===== config.mk =====
export PLATFORM = sky130hd
export DESIGN_NAME = adcci_top
export DESIGN_NICKNAME = d
export VERILOG_FILES = /design/src/include/adcci_pkg.sv /design/src/design/adcci_irq_flag.sv /design/src/design/adcci_sar.sv /design/src/design/adcci_top.sv
export VERILOG_INCLUDE_DIRS = /design/src /design/src/include
export SDC_FILE = /design/constraint.sdc
export NUM_CORES = 1
export LEC_CHECK = 0
export BUFFER_PORTS_ARGS = -buffer_cell sky130_fd_sc_hd__clkbuf_2
export CAP_MARGIN = 25
export CELL_PAD_IN_SITES_DETAIL_PLACEMENT = 2
export CELL_PAD_IN_SITES_GLOBAL_PLACEMENT = 2
export CORE_ASPECT_RATIO = 1.25
export CORE_MARGIN = 1.5
export CORE_UTILIZATION = 32
export DETAILED_ROUTE_END_ITERATION = 10
export HOLD_SLACK_MARGIN = 0.03
export PLACE_DENSITY = 0.91
export SKIP_LAST_GASP = 1
export SLEW_MARGIN = 10
export SYNTH_ARGS = -nofsm -noshare
export SYNTH_HDL_FRONTEND = slang
export SYNTH_SLANG_ARGS = --single-unit

===== constraint.sdc =====
create_clock -name CLK_SYS_I -period 3.4 [get_ports CLK_SYS_I]
set_clock_uncertainty 0.15 [all_clocks]
set_input_delay 0.17 -clock CLK_SYS_I [delete_from_list [all_inputs] [get_ports CLK_SYS_I]]
set_output_delay 0.17 -clock CLK_SYS_I [all_outputs]
set_load 0.02 [all_outputs]

===== src/include/adcci_params.svh =====
`ifndef ADCCI_PARAMS_SVH
`define ADCCI_PARAMS_SVH
// ==========================================================
// Register addresses
`define ADCCI_ADDR_POWER 16'hFF01
`define ADCCI_ADDR_CTRL 16'hFFD0
`define ADCCI_ADDR_PINEN 16'hFFD1
`define ADCCI_ADDR_RES_LO 16'hFFD2
`define ADCCI_ADDR_RES_HI 16'hFFD3
`define ADCCI_ADDR_IRQEN 16'hFFE7
`define ADCCI_ADDR_IRQFLG 16'hFFF7
// ==========================================================
// Field positions
`define ADCCI_BIT_BOOSTER 0
`define ADCCI_BIT_REGSEL 2
`define ADCCI_BIT_CONVPWR 3
`define ADCCI_BIT_START 3
`define ADCCI_BIT_CLKSEL 2
`define ADCCI_BIT_IRQ 0
// ==========================================================
// Reset values and constants
`define ADCCI_RST_NIBBLE 4'h0
`define ADCCI_IRQ_VECTOR 12'h10E
// Conversion time in ns at a 1 MHz conversion clock
`define ADCCI_CONV_TIME_NS 21000
`define ADCCI_CLK_PERIOD_NS 40
// Least time, rounded up
`define ADCCI_CONV_CYCLES \
   ((`ADCCI_CONV_TIME_NS + `ADCCI_CLK_PERIOD_NS - 1) / `ADCCI_CLK_PERIOD_NS)
`endif


===== src/include/adcci_pkg.sv =====
package adcci_pkg;
   // ==========================================================
   // Types
   typedef enum logic [1:0] {
      ADCCI_IDLE = 2'b00,
      ADCCI_CONV = 2'b01,
      ADCCI_STORE = 2'b11
   } adcci_state_t;

   typedef struct packed {
      logic wr;
      logic rd;
      logic [15:0] addr;
      logic [3:0] wdata;
   } adcci_bus_t;

   typedef struct packed {
      logic conv_power_select;
      logic regulator_power_select;
      logic booster_on;
      logic conv_clock_select;
      logic [1:0] channel_select;
      logic [3:0] analog_pin_enable;
   } adcci_cfg_t;
endpackage : adcci_pkg


===== src/design/adcci_irq_flag.sv =====
`timescale 1ns/1ps
module adcci_irq_flag
   import adcci_pkg::*;
(
   input wire logic clk_i,
   input wire logic rst_i,
   input wire logic set_i,
   input wire logic clr_i,
   input wire logic enable_i,
   output logic flag_o,
   output logic irq_o
);
   logic flag_q;

   // ==========================================================
   // Sticky flag; a set in the clear cycle wins
   always_ff @(posedge clk_i) begin
      if (rst_i) begin
         flag_q <= 1'b0;
      end else if (set_i) begin
         flag_q <= 1'b1;
      end else if (clr_i) begin
         flag_q <= 1'b0;
      end
   end

   assign flag_o = flag_q;
   // Request follows the flag while unmasked
   assign irq_o = flag_q & enable_i;

   a_flag_sets: assert property (@(posedge clk_i) disable iff (rst_i)
      set_i |=> flag_q) else $error("flag not set");
   a_flag_holds: assert property (@(posedge clk_i) disable iff (rst_i)
      flag_q && !clr_i |=> flag_q) else $error("flag lost");
endmodule : adcci_irq_flag


===== src/design/adcci_sar.sv =====
`timescale 1ns/1ps
`include "adcci_params.svh"
module adcci_sar
   import adcci_pkg::*;
#(
   parameter int CONV_CYCLES = `ADCCI_CONV_CYCLES
) (
   input wire logic clk_i,
   input wire logic rst_i,
   input wire logic start_i,
   input wire logic [7:0] sample_i,
   output logic busy_o,
   output logic done_o,
   output logic [7:0] result_o
);
   localparam int CW = $clog2(CONV_CYCLES + 1);
   adcci_state_t state_q;
   logic [CW-1:0] cnt_q;
   logic [7:0] result_q;

   // ==========================================================
   // Sequencer; a start while busy is dropped
   always_ff @(posedge clk_i) begin
      if (rst_i) begin
         state_q <= ADCCI_IDLE;
         cnt_q <= '0;
      end else begin
         case (state_q)
            ADCCI_IDLE: begin
               if (start_i) begin
                  state_q <= ADCCI_CONV;
                  cnt_q <= CW'(CONV_CYCLES - 1);
               end
            end
            ADCCI_CONV: begin
               if (cnt_q == '0) begin
                  state_q <= ADCCI_STORE;
               end else begin
                  cnt_q <= cnt_q - 1'b1;
               end
            end
            ADCCI_STORE: begin
               state_q <= ADCCI_IDLE;
            end
            default: begin
               state_q <= ADCCI_IDLE;
            end
         endcase
      end
   end

   // Result word only changes on completion; undefined before first
   always_ff @(posedge clk_i) begin
      if (state_q == ADCCI_STORE) begin
         result_q <= sample_i;
      end
   end

   assign busy_o = (state_q != ADCCI_IDLE);
   assign done_o = (state_q == ADCCI_STORE);
   assign result_o = result_q;

   a_done_spacing: assert property (@(posedge clk_i) disable iff (rst_i)
      done_o |=> !done_o [*8]) else $error("double done");
   a_conv_ends: assert property (@(posedge clk_i) disable iff (rst_i)
      state_q == ADCCI_IDLE && start_i |-> ##[1:600] done_o)
      else $error("conversion never ends");
   c_conv_run: cover property (@(posedge clk_i) start_i && !busy_o);
   c_busy_start: cover property (@(posedge clk_i) start_i && busy_o);
endmodule : adcci_sar


===== src/design/adcci_top.sv =====
`timescale 1ns/1ps
`include "adcci_params.svh"
module adcci_top
   import adcci_pkg::*;
#(
   parameter int CONV_CYCLES = `ADCCI_CONV_CYCLES
) (
   input wire logic CLK_SYS_I,
   input wire logic RESET_I,
   input wire logic BUS_WR_I,
   input wire logic BUS_RD_I,
   input wire logic [15:0] BUS_ADDR_I,
   input wire logic [3:0] BUS_WDATA_I,
   input wire logic [7:0] ANALOG_SAMPLE_I,
   output logic [3:0] BUS_RDATA_O,
   output logic IRQ_O,
   output logic [11:0] IRQ_VECTOR_O,
   output logic CONV_BUSY_O,
   output logic [3:0] ANALOG_PIN_ENABLE_O,
   output logic CONV_CLOCK_SELECT_O,
   output logic [1:0] CHANNEL_SELECT_O,
   output logic CONV_POWER_SELECT_O,
   output logic REGULATOR_POWER_SELECT_O,
   output logic BOOSTER_ON_O
);
   adcci_bus_t bus;
   adcci_cfg_t cfg_q;
   logic irq_enable_q;
   logic [3:0] rdata_q;
   logic start_wr;
   logic clr_wr;
   logic busy;
   logic done;
   logic flag;
   logic irq;
   logic [7:0] result;

   // ==========================================================
   // Bus capture
   assign bus = '{wr: BUS_WR_I, rd: BUS_RD_I, addr: BUS_ADDR_I,
                  wdata: BUS_WDATA_I};

   function automatic logic hit(input logic [15:0] a,
                                input logic [15:0] ref_a);
      hit = (a == ref_a);
   endfunction : hit

   // Strobes; start only as a write of one
   assign start_wr = bus.wr && hit(bus.addr, `ADCCI_ADDR_CTRL) &&
                     bus.wdata[`ADCCI_BIT_START];
   assign clr_wr = bus.wr && hit(bus.addr, `ADCCI_ADDR_IRQFLG) &&
                   bus.wdata[`ADCCI_BIT_IRQ];

   // ==========================================================
   // Configuration registers
   // Settings stay writable mid-conversion; software must avoid that
   always_ff @(posedge CLK_SYS_I) begin
      if (RESET_I) begin
         cfg_q <= '0;
      end else if (bus.wr) begin
         if (hit(bus.addr, `ADCCI_ADDR_POWER)) begin
            cfg_q.conv_power_select <= bus.wdata[`ADCCI_BIT_CONVPWR];
            cfg_q.regulator_power_select <=
               bus.wdata[`ADCCI_BIT_REGSEL];
            cfg_q.booster_on <= bus.wdata[`ADCCI_BIT_BOOSTER];
         end
         if (hit(bus.addr, `ADCCI_ADDR_CTRL)) begin
            cfg_q.conv_clock_select <= bus.wdata[`ADCCI_BIT_CLKSEL];
            cfg_q.channel_select <= bus.wdata[1:0];
         end
         if (hit(bus.addr, `ADCCI_ADDR_PINEN)) begin
            cfg_q.analog_pin_enable <= bus.wdata;
         end
      end
   end

   // Interrupt mask
   always_ff @(posedge CLK_SYS_I) begin
      if (RESET_I) begin
         irq_enable_q <= 1'b0;
      end else if (bus.wr && hit(bus.addr, `ADCCI_ADDR_IRQEN)) begin
         irq_enable_q <= bus.wdata[`ADCCI_BIT_IRQ];
      end
   end

   // ==========================================================
   // Read data, registered; unused bits zero, unmapped reads zero
   always_ff @(posedge CLK_SYS_I) begin
      if (RESET_I) begin
         rdata_q <= `ADCCI_RST_NIBBLE;
      end else if (bus.rd) begin
         case (bus.addr)
            `ADCCI_ADDR_POWER: begin
               rdata_q <= {cfg_q.conv_power_select,
                           cfg_q.regulator_power_select, 1'b0,
                           cfg_q.booster_on};
            end
            `ADCCI_ADDR_CTRL: begin
               // Start bit reads zero, its value has no meaning
               rdata_q <= {1'b0, cfg_q.conv_clock_select,
                           cfg_q.channel_select};
            end
            `ADCCI_ADDR_PINEN: begin
               rdata_q <= cfg_q.analog_pin_enable;
            end
            `ADCCI_ADDR_RES_LO: begin
               rdata_q <= result[3:0];
            end
            `ADCCI_ADDR_RES_HI: begin
               rdata_q <= result[7:4];
            end
            `ADCCI_ADDR_IRQEN: begin
               rdata_q <= {3'b000, irq_enable_q};
            end
            `ADCCI_ADDR_IRQFLG: begin
               rdata_q <= {3'b000, flag};
            end
            default: begin
               rdata_q <= 4'h0;
            end
         endcase
      end
   end

   // ==========================================================
   // Conversion sequencer and flag
   adcci_sar #(
      .CONV_CYCLES(CONV_CYCLES)
   ) u_sar (
      .clk_i(CLK_SYS_I),
      .rst_i(RESET_I),
      .start_i(start_wr),
      .sample_i(ANALOG_SAMPLE_I),
      .busy_o(busy),
      .done_o(done),
      .result_o(result)
   );

   adcci_irq_flag u_flag (
      .clk_i(CLK_SYS_I),
      .rst_i(RESET_I),
      .set_i(done),
      .clr_i(clr_wr),
      .enable_i(irq_enable_q),
      .flag_o(flag),
      .irq_o(irq)
   );

   // ==========================================================
   // Outputs
   assign BUS_RDATA_O = rdata_q;
   assign IRQ_O = irq;
   assign IRQ_VECTOR_O = `ADCCI_IRQ_VECTOR;
   assign CONV_BUSY_O = busy;
   assign ANALOG_PIN_ENABLE_O = cfg_q.analog_pin_enable;
   assign CONV_CLOCK_SELECT_O = cfg_q.conv_clock_select;
   assign CHANNEL_SELECT_O = cfg_q.channel_select;
   assign CONV_POWER_SELECT_O = cfg_q.conv_power_select;
   assign REGULATOR_POWER_SELECT_O = cfg_q.regulator_power_select;
   assign BOOSTER_ON_O = cfg_q.booster_on;

   // ==========================================================
   // Checks
   a_irq_masked: assert property (@(posedge CLK_SYS_I) disable iff (RESET_I)
      !irq_enable_q |-> !IRQ_O) else $error("masked irq raised");
   a_flag_after_store: assert property (@(posedge CLK_SYS_I)
      disable iff (RESET_I) done |=> flag && result == $past(ANALOG_SAMPLE_I))
      else $error("flag or result wrong");
   a_clear_works: assert property (@(posedge CLK_SYS_I)
      disable iff (RESET_I) clr_wr && !done |=> !flag)
      else $error("flag not cleared");
   a_zero_keeps: assert property (@(posedge CLK_SYS_I)
      disable iff (RESET_I)
      bus.wr && hit(bus.addr, `ADCCI_ADDR_IRQFLG) && !bus.wdata[0] && flag
      |=> flag) else $error("zero write cleared flag");
   a_busy_ignore: assert property (@(posedge CLK_SYS_I)
      disable iff (RESET_I) busy && !done && start_wr |=>
      $stable(result) || done)
      else $error("restart disturbed result");
   a_pin_write: assert property (@(posedge CLK_SYS_I) disable iff (RESET_I)
      bus.wr && hit(bus.addr, `ADCCI_ADDR_PINEN)
      |=> ANALOG_PIN_ENABLE_O == $past(bus.wdata))
      else $error("pin enable not written");
   a_unused_zero: assert property (@(posedge CLK_SYS_I)
      disable iff (RESET_I) $past(bus.rd) &&
      $past(bus.addr) == `ADCCI_ADDR_IRQEN |-> BUS_RDATA_O[3:1] == 3'b000)
      else $error("unused bits nonzero");
   a_vector_fixed: assert property (@(posedge CLK_SYS_I)
      IRQ_VECTOR_O == 12'h10E) else $error("bad vector");
   c_irq_raised: cover property (@(posedge CLK_SYS_I) $rose(IRQ_O));
   c_masked_flag: cover property (@(posedge CLK_SYS_I)
      flag && !irq_enable_q);
   c_set_clear: cover property (@(posedge CLK_SYS_I) done && clr_wr);
endmodule : adcci_top


==> impl_metrics.tcl <==
set metrics [dict create \
    status "completed" \
    yosys.area_share.xor_xnor_pct 0 \
    worstSetupPathType "register to register" \
    path_cells "inv_1 > ha_1 > or4b_1 > o41ai_4 > o21ai_4 > a21boi_0 > o21a_1" \
    postCtsHoldBufs 10 \
    synth.distinct_cells 54 \
    drtIter0Drc 39 \
    drv_slew 0 \
    synth-adder-area-share_pct 0.665 \
    most-common-layout-cells "clkbuf_2 (47), dfxtp_1 (28), nor2_1 (21)" \
    synth_top_family_by_area "simple AND/OR/NAND/NOR gates" \
    n_antenna_cell 0 \
    slew_headroom_pct 36.2 \
    rsz0062_at_grt "false" \
    track_usage_pct 18.9 \
    multiInputGateArea_um2 968 \
    core_um2 5740 \
    htree_levels 2 \
    required_ps 3440 \
    p_seq_share_pct 49.0 \
    grt_max_degree 30 \
    dp_hpwl_mm 4.28 \
    max_stage_delay_ps 590 \
    clkTransAtPathRegs_ps 70 \
    pwr_density_cell_nw_per_um2 384 \
    vias 1677 \
    tightest_slew_ps 943 \
    swShare_pct 23.3 \
    crit_path_start_kind "register" \
    fin_setup_tns_ps 0 \
    hold_viol 0 \
    grt_pass1_wl_mm 9.19 \
    tritoncts "yes" \
    synth-seq-cells 36 \
    finalWeightedCongestion 0.744 \
    via_per_inst 5.26 \
    finalSetupViolCount 0 \
    clkSinkCount 36 \
    wl_per_cell_um 17.1 \
    fmax_mhz 405 \
    layout_commonest_cell "clkbuf_2" \
    num_rows 31 \
    clk_latency_ps 290 \
    drc 0 \
    p_leak_nw 0.974 \
    yosys.area_share.simple_pct 23.9 \
    start_util_pct 32.8 \
    slowest_stage "or4b_1" \
    critical_path_peak_fanout 9 \
    io_pins 60 \
    fin_crit_ps 2470 \
    clock-root-buffer "clkbuf_8" \
    hold_class "primary input to register" \
    max_cap_viol_count 0 \
    drt.antenna.violating_nets 0 \
    seq_area_frac_synth_pct 42.6 \
    p_sw_mw 0.208 \
    crit_path_end_kind "register" \
    cts_buffers 5 \
    area.sequential_um2 801 \
    numPortBuffers 47 \
    cts_setup_buffers 0 \
    grt-ovfl-total 0 \
    internal_power_mw 0.684 \
    worstPathArrival_ps 2510 \
    grt_pass1_vias 1925 \
    area_delta_synth_final_pct 23.5 \
    n_fill_cell 642 \
    die_y_um 88.7 \
    drive_gt1_share_pct 25.7 \
    vdd_drop_max_uv 176 \
    clock_path_buffers 2 \
    reg2reg_depth 7 \
    fin_nets 285 \
    synth-compound-area-share_pct 14.9 \
    drt_first_pass_iters 6 \
    clkPwrFrac_pct 42.5 \
    synth-edff-count 8 \
    antenna_found_initial 0 \
    drt_wl_total_mm 5.45 \
    syn-cell-area_um2 1880 \
    async_flop_share_pct 0 \
    cts-resized-gates 0 \
    hold_depth 2 \
    fin_crit_sh_pct 72.7 \
    fin_util_pct 40.5 \
    dieArea_um2 6350 \
    die_w_um 71.6 \
    synthMuxAreaShare_pct 9.57 \
    ys_warn_count 0 \
    syn_inst 198 \
    ys.flop_type "dfxtp_1" \
    avgSynthCellArea_um2 9.50 \
    p_comb_share_pct 8.5 \
]
[sequential cells by signal, indices dropped and copies added, names as in the netlist]
| register | flops |
|---|---|
| u_sar.state_q | 2 |
| CONV_POWER_SELECT_O | 1 |
| u_sar.cnt_q | 10 |
| REGULATOR_POWER_SELECT_O | 1 |
| BUS_RDATA_O | 4 |
| CONV_CLOCK_SELECT_O | 1 |
| CHANNEL_SELECT_O | 2 |
| BOOSTER_ON_O | 1 |
| ANALOG_PIN_ENABLE_O | 4 |
| u_sar.result_o | 8 |
| irq_enable_q | 1 |
| u_flag.flag_o | 1 |
[kinds of logic (layout without fill, tap and decap cells)]
logic type,count (synthesis),after routing
compound gates,36,36
fa+ha+maj,1,1
buf+inv,27,72
flops,36,36
mux,14,14
other cells,2,12
simple gates,82,82
[worst paths after layout]
check,from,end,slack (ps)
setup / recovery,u_sar.cnt_q[0]$_SDFFE_PP0P_,u_sar.cnt_q[9]$_SDFFE_PP0P_,930
hold / removal,BUS_RD_I,BUS_RDATA_O[2]$_SDFFE_PP0P_,40
setup reg to reg,u_sar.cnt_q[0]$_SDFFE_PP0P_,u_sar.cnt_q[9]$_SDFFE_PP0P_,930
hold reg to reg,BUS_RDATA_O[1]$_SDFFE_PP0P_,BUS_RDATA_O[1]$_SDFFE_PP0P_,330
[power groups by stage]
stage	combinational (mW)	sequential [mW]	clock, mW
final	0.0756	0.438	0.380
after global placement	0.0649	0.448	0
after CTS	0.0758	0.438	0.392
after global routing	0.0826	0.438	0.413
after detailed placement	0.0665	0.448	0
after floorplan	0.0448	0.449	0
[through the flow]
| step | total power [mW] | area, um2 | std cells | hold slack, ps | setup WS (ps) |
|---|---|---|---|---|---|
| CTS | 0.906 | 2320 | 319 | 38.3 | 896 |
| global route | 0.933 | 2320 | 319 | 42.7 | 789 |
| finish | 0.893 | 2320 | 319 | 42.1 | 929 |
| global placement | 0.512 | 2110 | 301 | 198 | 1050 |
| detailed placement | 0.514 | 2110 | 301 | 202 | 969 |
| floorplan | 0.494 | 1920 | 208 | 119 | 1230 |
[synth_stat cells (3+ instances only)]
library cell	count	area share, %
nor2_1	21	4.2
nor4_1	3	1.0
and3_1	3	1.0
nand2b_1	7	2.3
clkbuf_1	4	0.80
nand4_1	4	1.3
nor3_1	7	1.9
a21oi_1	8	2.1
a311oi_1	3	1.4
inv_1	7	1.4
edfxtp_1	8	13
nand2_1	12	2.4
a22oi_1	3	1.2
nand3_1	6	1.6
mux2i_1	9	4.8
dfxtp_1	28	30
a211oi_1	3	1.2
or3_1	3	1.0
buf_4	12	4.8
mux4_2	3	3.6
[worst max-delay path, delay by kind of cell (launching register included)]
family,cells,cell delay (ps)
compound gates,4,990
fa+ha+maj,1,200
buf+inv,1,90
flops,1,350
simple gates,1,590
[layer usage]
layer	routed length (um)	GRT usage (%)
met3	162	3.99
met1	2020	19.0
met4	120	6.69
met2	3150	38.0
met5	0	0
[layout make-up]
type	instances	share of cell area [%]
multi-input cells	145	41.7
flip-flops and latches	36	34.4
repair buffers	57	14.4
well taps	66	3.55
clock buffers	5	2.96
clock inverters	3	1.83
inverters	7	1.13
Note: power is estimated with default switching activity, not from simulation.
